**src/pkg/mcsafc_defines.svh**
```systemverilog
/*
  Constants for the main clock and shunt ADC front control block:
  clock-source codes, input-select codes, reset values.
  Assumes it is included by bare name from the design files.
*/
`ifndef MCSAFC_DEFINES_SVH
`define MCSAFC_DEFINES_SVH

// Clock source select values
`define MCSAFC_SRC_INTERNAL   1'b0
`define MCSAFC_SRC_EXTERNAL   1'b1
`define MCSAFC_SRC_RESET      1'b0

// Input-select codes
`define MCSAFC_MUX_NORMAL     2'h0
`define MCSAFC_MUX_SWAPPED    2'h1
`define MCSAFC_MUX_SHORT      2'h2
`define MCSAFC_MUX_TESTDAC    2'h3
`define MCSAFC_MUX_RESET      2'h0

// Gain-select reset code
`define MCSAFC_GAIN_RESET     2'h0

// Full-scale range in microvolts at gain 1 (1.25 V)
`define MCSAFC_FSR_UV         21'h1312d0

// Switchover settle count in main clock cycles
`define MCSAFC_SWITCH_CYCLES  4

`endif

```
**src/pkg/mcsafc_pkg.sv**
```systemverilog
/*
  Types of the main clock and shunt ADC front control block.
  Assumes the defines header sits on the include path.
*/
package mcsafc_pkg;
  // Switchover state machine states
  typedef enum logic [1:0] {
    MCSAFC_ST_RUN  = 2'b00, // Stable on chosen source
    MCSAFC_ST_HOLD = 2'b01, // Gating the clock during changeover
    MCSAFC_ST_SWAP = 2'b10  // Source moved, waiting before release
  } mcsafc_state_t;
endpackage : mcsafc_pkg

```
**src/logic/mcsafc_channel.sv**
```systemverilog
/*
  One current channel front end: decodes input select into switch controls,
  gain select into gain factor and full-scale range.
  Assumes codes are steady when sampled by this block's output registers.
*/
`timescale 1ns/10ps
`include "mcsafc_defines.svh"
module mcsafc_channel
  import mcsafc_pkg::*;
(
  // Clock and reset
  input  wire logic       clk,
  input  wire logic       rst,
  // Settings
  input  wire logic [1:0] mux_sel,
  input  wire logic [1:0] gain_sel,
  // Switch controls: positive, ground short, direct, crossed, test DAC
  output logic [4:0]      switches_r,
  output logic [5:0]      gain_r,
  output logic [20:0]     fsr_uv_r
);
  logic [4:0]  switches_nxt; // Decoded switch pattern
  logic [5:0]  gain_nxt;     // Decoded gain
  logic [20:0] fsr_nxt;      // Full scale in microvolts

  // Switch pattern per input code
  always_comb begin
    unique case (mux_sel)
      `MCSAFC_MUX_NORMAL:  switches_nxt = 5'h14;
      `MCSAFC_MUX_SWAPPED: switches_nxt = 5'h12;
      `MCSAFC_MUX_SHORT:   switches_nxt = 5'h0c;
      `MCSAFC_MUX_TESTDAC: switches_nxt = 5'h05;
    endcase
  end

  // Gain doubles per code step; range shrinks with it
  always_comb begin
    gain_nxt = 6'h04 << gain_sel;
    fsr_nxt  = `MCSAFC_FSR_UV >> (5'd2 + {3'h0, gain_sel});
  end

  // Register outputs
  always_ff @(posedge clk) begin
    if (rst) begin
      switches_r <= 5'h14;
      gain_r     <= 6'h04;
      fsr_uv_r   <= 21'h04c4b4;
    end else begin
      switches_r <= switches_nxt;
      gain_r     <= gain_nxt;
      fsr_uv_r   <= fsr_nxt;
    end
  end
endmodule : mcsafc_channel

```
**src/logic/mcsafc_top.sv**
```systemverilog
/*
  Main clock source selection, modulator enable divider, diagnostic clock
  enable and per-section current channel front control.
  Assumes one CLOCK; the source is chosen by CLOCK_SOURCE alone;
  host quiesces converters before changing source.
*/
`timescale 1ns/10ps
`include "mcsafc_defines.svh"
module mcsafc_top
  import mcsafc_pkg::*;
#(
  parameter int DIAG_DIV = 8 // Diagnostic oscillator enable ratio
)(
  // Clock and reset
  input  wire logic        CLOCK,
  input  wire logic        RESET,
  // Configuration
  input  wire logic        CLOCK_SOURCE,
  input  wire logic [1:0]  CONVERTERS_ENABLE,
  input  wire logic [1:0]  MUX_SEL_A,
  input  wire logic [1:0]  GAIN_SEL_A,
  input  wire logic [1:0]  MUX_SEL_B,
  input  wire logic [1:0]  GAIN_SEL_B,
  // Clock status
  output logic             ACTIVE_SOURCE,
  output logic             MAIN_CLOCK_RUN,
  output logic             MOD_CLOCK,
  output logic             DIAG_TICK,
  // Section A front end
  output logic [4:0]       SWITCHES_A,
  output logic [5:0]       GAIN_A,
  output logic [20:0]      FSR_UV_A,
  // Section B front end
  output logic [4:0]       SWITCHES_B,
  output logic [5:0]       GAIN_B,
  output logic [20:0]      FSR_UV_B
);
  // Divider counter is 16 bits wide; a ratio below 2 leaves no idle cycle
  if (DIAG_DIV < 2 || DIAG_DIV > 65536) begin : g_bad_div
    $error("DIAG_DIV must lie between 2 and 65536");
  end

  // Clock is released only in the run state; used by the run_nxt next-value path
  function automatic logic is_run(mcsafc_state_t st);
    return (st == MCSAFC_ST_RUN);
  endfunction : is_run

  mcsafc_state_t st_r, st_nxt;   // Switchover state
  logic          run_r, run_nxt; // Main clock released, registered for the port
  logic          src_r, src_nxt; // Selected source
  logic [2:0]    cnt_r, cnt_nxt; // Settle counter
  logic          mod_r, mod_nxt; // Modulator clock level
  logic [15:0]   dcnt_r, dcnt_nxt; // Diagnostic divider
  logic          dtick_r, dtick_nxt;

  // Source change waits until converters idle; glitch-free hold window
  always_comb begin
    st_nxt  = st_r;
    src_nxt = src_r;
    cnt_nxt = cnt_r;
    unique case (st_r)
      MCSAFC_ST_RUN: begin
        // Taken only once both converter enables are low
        if (CLOCK_SOURCE != src_r && CONVERTERS_ENABLE == 2'h0) begin
          st_nxt  = MCSAFC_ST_HOLD;
          cnt_nxt = 3'd0;
        end
      end
      MCSAFC_ST_HOLD: begin
        src_nxt = CLOCK_SOURCE;
        st_nxt  = MCSAFC_ST_SWAP;
      end
      MCSAFC_ST_SWAP: begin
        // External clock must still run here on return to internal
        cnt_nxt = cnt_r + 3'd1;
        if (cnt_r == 3'(`MCSAFC_SWITCH_CYCLES - 1)) st_nxt = MCSAFC_ST_RUN;
      end
      default: st_nxt = MCSAFC_ST_RUN;
    endcase
  end

  // Modulator clock toggles each main cycle: half rate, 50% duty.
  // Looking at the next state parks it low on the same edge the gate
  // closes, so no short high phase escapes into the changeover.
  always_comb begin
    run_nxt = is_run(st_nxt);
    mod_nxt = run_nxt ? ~mod_r : 1'b0;
  end

  // Diagnostic tick runs regardless of main source selection
  always_comb begin
    dtick_nxt = (dcnt_r == 16'(DIAG_DIV - 1));
    dcnt_nxt  = dtick_nxt ? 16'h0000 : dcnt_r + 16'h0001;
  end

  // State registers
  always_ff @(posedge CLOCK) begin
    if (RESET) begin
      st_r    <= MCSAFC_ST_RUN;
      run_r   <= 1'b1;
      src_r   <= `MCSAFC_SRC_RESET;
      cnt_r   <= 3'd0;
      mod_r   <= 1'b0;
      dcnt_r  <= 16'h0000;
      dtick_r <= 1'b0;
    end else begin
      st_r    <= st_nxt;
      run_r   <= run_nxt;
      src_r   <= src_nxt;
      cnt_r   <= cnt_nxt;
      mod_r   <= mod_nxt;
      dcnt_r  <= dcnt_nxt;
      dtick_r <= dtick_nxt;
    end
  end

  // Status outputs are registers
  always_comb begin
    ACTIVE_SOURCE  = src_r;
    MAIN_CLOCK_RUN = run_r;
    MOD_CLOCK      = mod_r;
    DIAG_TICK      = dtick_r;
  end

  // Two independent sections sharing this clock
  mcsafc_channel u_chan_a (
    .clk        (CLOCK),
    .rst        (RESET),
    .mux_sel    (MUX_SEL_A),
    .gain_sel   (GAIN_SEL_A),
    .switches_r (SWITCHES_A),
    .gain_r     (GAIN_A),
    .fsr_uv_r   (FSR_UV_A)
  );
  mcsafc_channel u_chan_b (
    .clk        (CLOCK),
    .rst        (RESET),
    .mux_sel    (MUX_SEL_B),
    .gain_sel   (GAIN_SEL_B),
    .switches_r (SWITCHES_B),
    .gain_r     (GAIN_B),
    .fsr_uv_r   (FSR_UV_B)
  );
endmodule : mcsafc_top

```
**config.mk**
```make
export PLATFORM = sky130hd
export DESIGN_NAME = mcsafc_top
export DESIGN_NICKNAME = d
export VERILOG_FILES = /design/src/pkg/mcsafc_pkg.sv /design/src/logic/mcsafc_channel.sv /design/src/logic/mcsafc_top.sv
export VERILOG_INCLUDE_DIRS = /design/src /design/src/pkg
export SDC_FILE = /design/constraint.sdc
export NUM_CORES = 1
export LEC_CHECK = 0
export ABC_AREA = 1
export BUFFER_PORTS_ARGS = -buffer_cell sky130_fd_sc_hd__buf_2
export CAP_MARGIN = 10
export CELL_PAD_IN_SITES_DETAIL_PLACEMENT = 0
export CELL_PAD_IN_SITES_GLOBAL_PLACEMENT = 1
export CORE_MARGIN = 3
export CORE_UTILIZATION = 25
export DETAILED_ROUTE_END_ITERATION = 8
export GPL_ROUTABILITY_DRIVEN = 0
export GPL_TIMING_DRIVEN = 0
export MAX_ROUTING_LAYER = met4
export PLACE_DENSITY_LB_ADDON = 0.1
export SLEW_MARGIN = 0
export SYNTH_ARGS = -nofsm -noshare
export SYNTH_HDL_FRONTEND = slang
export SYNTH_SLANG_ARGS = --single-unit
```
**constraint.sdc**
```tcl
create_clock -name CLOCK -period 2.6 [get_ports CLOCK]
set_input_delay 0.78 -clock CLOCK [delete_from_list [all_inputs] [get_ports CLOCK]]
set_output_delay 0.78 -clock CLOCK [all_outputs]
set_load 0.005 [all_outputs]
```
## After elaboration in Yosys (flattened, before gate mapping)

Index checks and enable logic that the tools add are counted.

- Output and inout bits: 68
- Bits in registers: 89
- RAM bits: 0
- Word-level logic and storage cells: 52
- Bits of input ports: 13
- Memories: 0
- Memory bits (read-only): 0
- Bits in latches: 0

- Bitwise logic cells: 2
- Div/mod/pow operators: 0
- Shift-type cells: 4
- Eq/ne operators: 12
- Reduce and logical (&&, ||, !) cells: 10
- Magnitude comparators: 0
- Muxes and demuxes: 7
- $add $sub $neg: 4
- Multiply operators: 0

Operators with widths:

| kind | count |
|---|---|
| right shift 21 x 5 -> 21 bit (first input constant) | 2 |
| case mux 5 bit (4 select lines) | 2 |
| adder 16 x 1 -> 16 bit (second input constant) | 1 |
| == test 16 x 3 -> 1 bit (second input constant) | 1 |
| << shifter 3 x 2 -> 6 bit (first input constant) | 2 |
| == test 2 bit (second input constant) | 5 |
| zero test 2 bit | 5 |
| adder 2 x 2 -> 3 bit (first input constant) | 2 |
| == test 2 x 1 -> 1 bit (second input constant) | 3 |
| case mux 2 bit (3 select lines) | 1 |
| case mux 3 bit (2 select lines) | 1 |
| 2-to-1 mux 2 bit | 2 |
| OR reduction 2 bit | 2 |
| adder 3 x 1 -> 3 bit (second input constant) | 1 |
| == test 3 x 2 -> 1 bit (second input constant) | 1 |
| 2-to-1 mux 3 bit | 1 |
| != test 2 bit (second input constant) | 1 |
| NOT 1 bit | 2 |
| AND reduction 2 bit | 1 |
| nonzero test 2 bit | 1 |
| logical AND 1 bit | 1 |
| != test 1 bit | 1 |

## Longest topological paths before layout

Gate-level depths: netlist (run 1).

- Depth in word-level cells: 7
- Depth in mapped cells: 7
- Depth with buffers taken out: 7

## Cells and area by module

A second synthesis (run 1) with hierarchy kept.

- Cells, all modules: 287
- Area total of the unflattened synthesis: 2341.0 µm²

Modules (own cells, without submodules):

| module | area each (µm²) | sequential area each (µm²) | instances | cells an instance |
|---|---|---|---|---|
| mcsafc_top | 1219.9 | 500.5 | 1 | 173 |
| mcsafc_channel | 560.5 | 340.3 | 2 | 57 |

## Worst setup path after synthesis (run 1)

No wires, ideal clock.

- Path type: in2reg
- Start: input port GAIN_SEL_A[0]
- End: register u_chan_a.fsr_uv_r[18]
- Slack: 1231 ps
- Data required time: 2477 ps
- Buffers on the path: 0
- Cell stages on the path: 3
- Data arrival time: 1245 ps
- Cells stage by stage: inv_1 -> ha_1 -> or2_2

- Cells in the longest elaborated chain, start to end: 2

Ends and longest elaborated chain:

| item | RTL line | source |
|---|---|---|
| start: declaration | mcsafc_top.sv:21 | `input wire logic [1:0] GAIN_SEL_A,` |
| adder 2 x 2 -> 3 bit | mcsafc_channel.sv:39 | `` fsr_nxt = `MCSAFC_FSR_UV >> (5'd2 + {3'h0, gain_sel}); `` |
| right shift 21 x 5 -> 21 bit (no line) | n/a |  |
| end signal: assignment | mcsafc_channel.sv:51 | `fsr_uv_r <= fsr_nxt;` |
| end: declaration | mcsafc_channel.sv:20 | `output logic [20:0] fsr_uv_r` |

Every way passes these cells.
A chain may end at the register's enable or synchronous reset.

## Final worst setup path (run 1)

- Start: register u_chan_a.fsr_uv_r[17]
- End: output port FSR_UV_A[17]

RTL lines:

| item | RTL line | source |
|---|---|---|
| end: declaration | mcsafc_top.sv:32 | `output logic [20:0] FSR_UV_A,` |

No word-level cell between the ends.

==> results of run 1 <==
## final timing paths
check             cells after the start                             start                   end
setup / recovery                      2  u_chan_a.fsr_uv_r[17]$_SDFF_PP0_          FSR_UV_A[17]
hold / removal                        1              MOD_CLOCK$_SDFF_PP0_  MOD_CLOCK$_SDFF_PP0_
setup reg to reg                      7              dcnt_r[0]$_SDFF_PP0_  dcnt_r[8]$_SDFF_PP0_
hold reg to reg                       1              MOD_CLOCK$_SDFF_PP0_  MOD_CLOCK$_SDFF_PP0_
## stage by stage
step | hold slack [ns] | setup slack, ns | util [%]
3_5_place_dp | 0.420 | 0.973 | 32.0
4_1_cts | 0.430 | 0.867 | 34.3
3_3_place_gp | 0.413 | 0.990 | 32.0
2_1_floorplan | 0.419 | 1.23 | -
6_report | 0.425 | 0.897 | 34.3
5_1_grt | 0.444 | 0.837 | 34.3
## Yosys cell counts, drive strengths merged
master  instances
and3            1
or2             5
nand3          11
buf            32
nand4           3
nor2           45
nand2          43
dfxtp          59
a21oi          13
inv            41
ha              5
nor3            2
o21ai           6
and2            1
xnor2           3
o21bai          1
xor2            2
conb            1
## state kept, by name (all words and copies together), names as in the netlist
| signal | count |
|---|---|
| DIAG_TICK | 1 |
| u_chan_b.switches_r | 5 |
| u_chan_a.fsr_uv_r | 12 |
| dcnt_r | 16 |
| u_chan_a.switches_r | 5 |
| MOD_CLOCK | 1 |
| st_r | 2 |
| MAIN_CLOCK_RUN | 1 |
| cnt_r | 3 |
| ACTIVE_SOURCE | 1 |
| u_chan_b.fsr_uv_r | 12 |
## power by group
part	switching, mW	internal (mW)
clock network	0.355	0.487
logic	0.0723	0.0825
registers	0.0167	0.940
## cell type report
cell class / count / area (um2)
buffer: 32 / 241
sequential: 59 / 1180
fill: 967 / 5820
clock inverter: 4 / 50.0
clock buffer: 11 / 151
multi-input combinational: 149 / 759
inverter: 41 / 154
tap: 108 / 135
timing repair buffer: 72 / 360
## cells by family after synthesis
kind of cell	Yosys count	share of synthesized area, %
buf+inv	73	17.1
flops	59	51.1
fa+ha+maj	5	2.71
other cells	1	0.162
xor+xnor	5	1.90
compound gates	20	5.09
simple gates	111	21.9
## layer usage
| layer | share of wire (%) | vias to the layer above |
|---|---|---|
| met5 | 0 | - |
| met4 | 2.1 | 0 |
| met3 | 8.0 | 8 |
| met2 | 43 | 63 |
| met1 | 47 | 806 |
| li1 | - | 970 |
==> metrics.md, run 1 <==
| Metric | Value |
|---|---|
| Status | finished, final reports clean |
| Final instance area | between 0.003 and 0.004 mm2 |
| Setup TNS | 0 ns |
| WL per Instance | around 10 um |
| Fmax | 0.587 GHz |
| Syn-to-layout area delta | 31.3% |
| Clk_lat worst skew | between 0.3 and 0.4 ns |
| Max VDD drop | between 0.2 and 0.3 mV |
| Ant diodes | 0 |
| Pwr Total | 1.95 mW |
| Drc violations | 0 |
| Max incr delay on CP | ~0.37 ns |
| Sequential share of the synthesized area | between 50% and 60% |
| CP max FO | 4 |
| FP Rows | 34 |
| Drt first pass iters | 4 |
| # IOs | 81 |
| Placed cell count | 461 |
| Netlist Area Pre-Place | 0.00231 mm2 |
| Power density over the cells | approximately 640 mW/mm2 |
| Leak | 1.48 nW |
| Num CTS Buffers | 9 |
| RSZ-0062 raised after global routing | no |
| Yosys reg bits | around 60 |
| Met2 Use GR | 14.8% |
| Resized cells post-CTS | 0 |
| Clock sink count | 59 |
| Synth unique cells | 28 |
| Most used routing layer | met2 |
| Starting Density | between 20% and 30% |
| First-pass GRT wire length | about 8000 um |
| Synth area leader | dfxtp_1 |
| Routed Antenna Nets | 0 |
| Delay-heaviest family, CP | flip-flops |
| Grt ovf | 0 |
| Critical path type | flop to output pin |
| R2R Setup Slk | roughly 1.2 ns |
| # setup viols final | 0 |
| Syn Area/Cell | roughly 8.4 um2 |
| Core ar. | ~0.0088 mm2 |
| Final Hold Vio Count | 0 |
| DR vias/cell | just under 4 |
| Dpl cell area | 0.00283 mm2 |
| Grt met1 use | approximately an eighth |
| Clock buffer depth | 2 |
| PortBufs | roughly 70 |
| Fin crit period | about 1.7 ns |
| Die height | between 100 and 150 um |
| Postcts setup bufs | 0 |
| Clock skew | 0.00887 ns |
| Post-Synthesis Cells | roughly 270 |
| CP required | ~1.8 ns |
| Iter 0 DRT Violations | 27 |
| Cts hold-fix bufs | 0 |
| Net count, final | roughly 380 |
| Initial antenna violation count | 0 |
| Hpwl dp | roughly 3800 um |
| Ratio of cells with drive above 1 in the final layout | about two fifths |
| CTS tree | yes |
| Buffers and inverters on the worst path | 2 |
| Largest net degree at the start of global routing | 11 |
| Final cell count without fillers | roughly 480 |
| Area share of the largest cell type after synthesis | about half |
| Synth warn | 0 |
| Final WL | approximately 5000 um |
| Top post-synthesis cells by area | dfxtp_1, buf_4, nor2_1 |
| Startpoint type of the worst setup path | flop |
| HP Class | flop to flop |
| Worst path cell trace | buf_4, buf_2 |
| Crit path capture type | output pin |
| GRT Total Usage | between 10% and 20% |
| Count of final max-slew check failures | 0 |
| Tcrit/Tclk final | about 66% |
| Max-cap violations | 0 |
| Number of H-tree levels | 3 |
| Most common cell after layout, fill and taps aside | buf_2 |
| Vias | 1847 |
| Worst Path Arrival | 0.92 ns |
| Met3 GRT Util | roughly 3.9% |
| Commonest cells after routing, fill and taps aside | buf_2, dfxtp_1, nor2_1 |
| Critical Path Slowest Stage Cell | dfxtp_1 |
| Vias in the first global route | 1699 |
| Die W | 102 um |
| Clk slew on worst S/H paths | roughly 0.070 ns |
| DIE AREA | between 0.01 and 0.015 mm2 |
| Root buffer cell | clkbuf_8 |
Note: power is estimated with default switching activity, not from simulation.
==> run 2: changes to the inputs <==
==> constraint.sdc (replaced) <==
create_clock -name CLOCK -period 1.5 [get_ports CLOCK]
set_input_delay 0.45 -clock CLOCK [delete_from_list [all_inputs] [get_ports CLOCK]]
set_output_delay 0.45 -clock CLOCK [all_outputs]
set_load 0.005 [all_outputs]
==> run 2 against run 1 <==
Against the previous run: utilization about the same; worst hold slack got worse by 0.14 ns; via count is essentially flat; wire length is the same; combinational power increased by 74%; critical path type unchanged; largest cell class unchanged; largest power group unchanged.
==> metrics.md, run 2 (same netlist as run 1, synthesis figures left out) <==
| Metric | Value |
|---|---|
| Status | finished, final reports clean |
| Clock skew | about 0.009 ns |
| Endpoint, Worst Hold | u_chan_a.switches_r[3]$_SDFF_PP0_ |
| Number of H-tree levels | 3 |
| Routed Antenna Nets | 0 |
| Max VDD drop | around 0.46 mV |
| PortBufs | 72 |
| Initial antenna violation count | 0 |
| Hold Crit Start | MUX_SEL_A[0] |
| GRT Total Usage | approximately a tenth |
| WP depth | 2 |
| RSZ-0062 raised after global routing | no |
| Clock buffer depth | 2 |
| Cts hold-fix bufs | 0 |
| Critical path type | flop to output pin |
| Die height | a little over 100 um |
| Core ar. | ~0.009 mm2 |
| Buffers and inverters on the worst path | 2 |
| Crit path capture type | output pin |
| Clock sink count | 59 |
| Tcrit/Tclk final | roughly nine tenths |
| Reg2reg end | dcnt_r[8]$_SDFF_PP0_ |
| Reg2Reg Launch Point | dcnt_r[0]$_SDFF_PP0_ |
| Max-cap violations | 0 |
| Final Hold Vio Count | 0 |
| CP required | roughly 1.1 ns |
| Max incr delay on CP | approximately 0.37 ns |
| CTS tree | yes |
| Placed cell count | around 460 |
| Final WL | slightly below 5000 um |
| Hpwl dp | 3820 um |
| DR vias/cell | roughly 3.9 |
| Worst Hold Path Cells | 2 |
| R2R depth | 7 |
| Setup WS pre-CTS | roughly 0.11 ns |
| Fmax | 0.728 GHz |
| Clk slew on worst S/H paths | about 0.070 ns |
| FP Rows | 34 |
| Largest net degree at the start of global routing | 11 |
| Clk_lat worst skew | between 0.3 and 0.4 ns |
| Num CTS Buffers | 9 |
| Power density over the cells | roughly 1100 mW/mm2 |
| Ratio of cells with drive above 1 in the final layout | roughly two fifths |
| Starting Density | 26.1% |
| Startpoint type of the worst setup path | flop |
| Critical Path Slowest Stage Cell | dfxtp_1 |
| Top reg by flops | dcnt_r |
| Net count, final | 382 |
| Root buffer cell | clkbuf_8 |
| R2R Setup Slk | roughly 0.13 ns |
| DIE AREA | about 0.010 mm2 |
| Most common cell after layout, fill and taps aside | buf_2 |
| WHS | 0.282 ns |
| HP Class | input port to flop |
| Setup TNS | 0 ns |
| Fin crit period | ~1.4 ns |
| Delay-heaviest family, CP | flip-flops |
| Syn-to-layout area delta | 31.4% |
| Final cell count without fillers | about 480 |
| CP max FO | 4 |
| Iter 0 DRT Violations | 27 |
| Final core utilization | approximately 34% |
| Count of final max-slew check failures | 0 |
| Drc violations | 0 |
| Die W | just over 100 um |
| WL per Instance | 10.4 um |
| Vias | ~1800 |
| First-pass GRT wire length | 7800 um |
| Commonest cells after routing, fill and taps aside | buf_2, dfxtp_1, nor2_1 |
| Grt ovf | 0 |
| # setup viols final | 0 |
| # fillers | around 970 |
| Ant diodes | 0 |
| Max reg flops | 16 |
| Top Registers | dcnt_r (16), u_chan_a.fsr_uv_r (12), u_chan_b.fsr_uv_r (12) |
| Leak | roughly 1.5 nW |
| Worst path cell trace | buf_4, buf_2 |
| Fin worst setup slack | approximately 0.13 ns |
| Vias in the first global route | 1699 |
| Worst Path Arrival | around 0.92 ns |
| Drt first pass iters | 4 |
| # IOs | 81 |
==> run 2: cell counts in the layout (fill, tap and decap cells not counted) <==
Identical to the previous run, type by type.
==> run 2: cell type report <==
type / count / area (um2) / area share (%)
Buffer: 32 / 241 / 7.96
Clock buffer: 11 / 151 / 4.99
Clock inverter: 4 / 50.0 / 1.65
Inverter: 41 / 154 / 5.07
Multi-Input combinational cell: 149 / 762 / 25.1
Sequential cell: 59 / 1180 / 38.9
Tap cell: 108 / 135 / 4.45
Timing Repair Buffer: 72 / 360 / 11.9
==> run 2: per-stage QoR <==
stage	total power [mW]	area (um2)
2_1_floorplan	1.84	2340
3_3_place_gp	1.97	2830
3_5_place_dp	1.97	2830
4_1_cts	3.46	3030
5_1_grt	3.57	3040
6_report	3.39	3040
==> run 2: worst max path at each step <==
| stage | startpoint | endpoint | slack (ns) |
|---|---|---|---|
| floorplan | cnt_r[0]$_SDFFE_PP0P_ | cnt_r[2]$_SDFFE_PP0P_ | 0.29 |
| global route | dcnt_r[0]$_SDFF_PP0_ | dcnt_r[12]$_SDFF_PP0_ | 0.007 |
| global placement | dcnt_r[0]$_SDFF_PP0_ | dcnt_r[8]$_SDFF_PP0_ | 0.08 |
| detailed placement | dcnt_r[0]$_SDFF_PP0_ | dcnt_r[8]$_SDFF_PP0_ | 0.11 |
| CTS | u_chan_a.fsr_uv_r[17]$_SDFF_PP0_ | FSR_UV_A[17] | 0.1 |
| finish | u_chan_a.fsr_uv_r[17]$_SDFF_PP0_ | FSR_UV_A[17] | 0.13 |
==> run 2: power by group <==
part           total [mW]  switching (mW)  internal (mW)
logic               0.269           0.125          0.144
registers            1.66          0.0290           1.63
clock network        1.46           0.616          0.845
==> run 2: layer usage <==
layer / track usage [%] / vias up / part of all wire [%]
met2: 14.8 / 63 / 43
met3: 3.89 / 8 / 8.0
li1: - / 970 / -
met4: 4.84 / 0 / 2.1
met1: 12.4 / 805 / 47
met5: - / - / 0
==> run 2: what timing repair did <==
action                                  4_1_cts  5_1_grt
setup buffers                                 0        0
resized for setup                             0        1
endpoints found under the setup margin        0        7
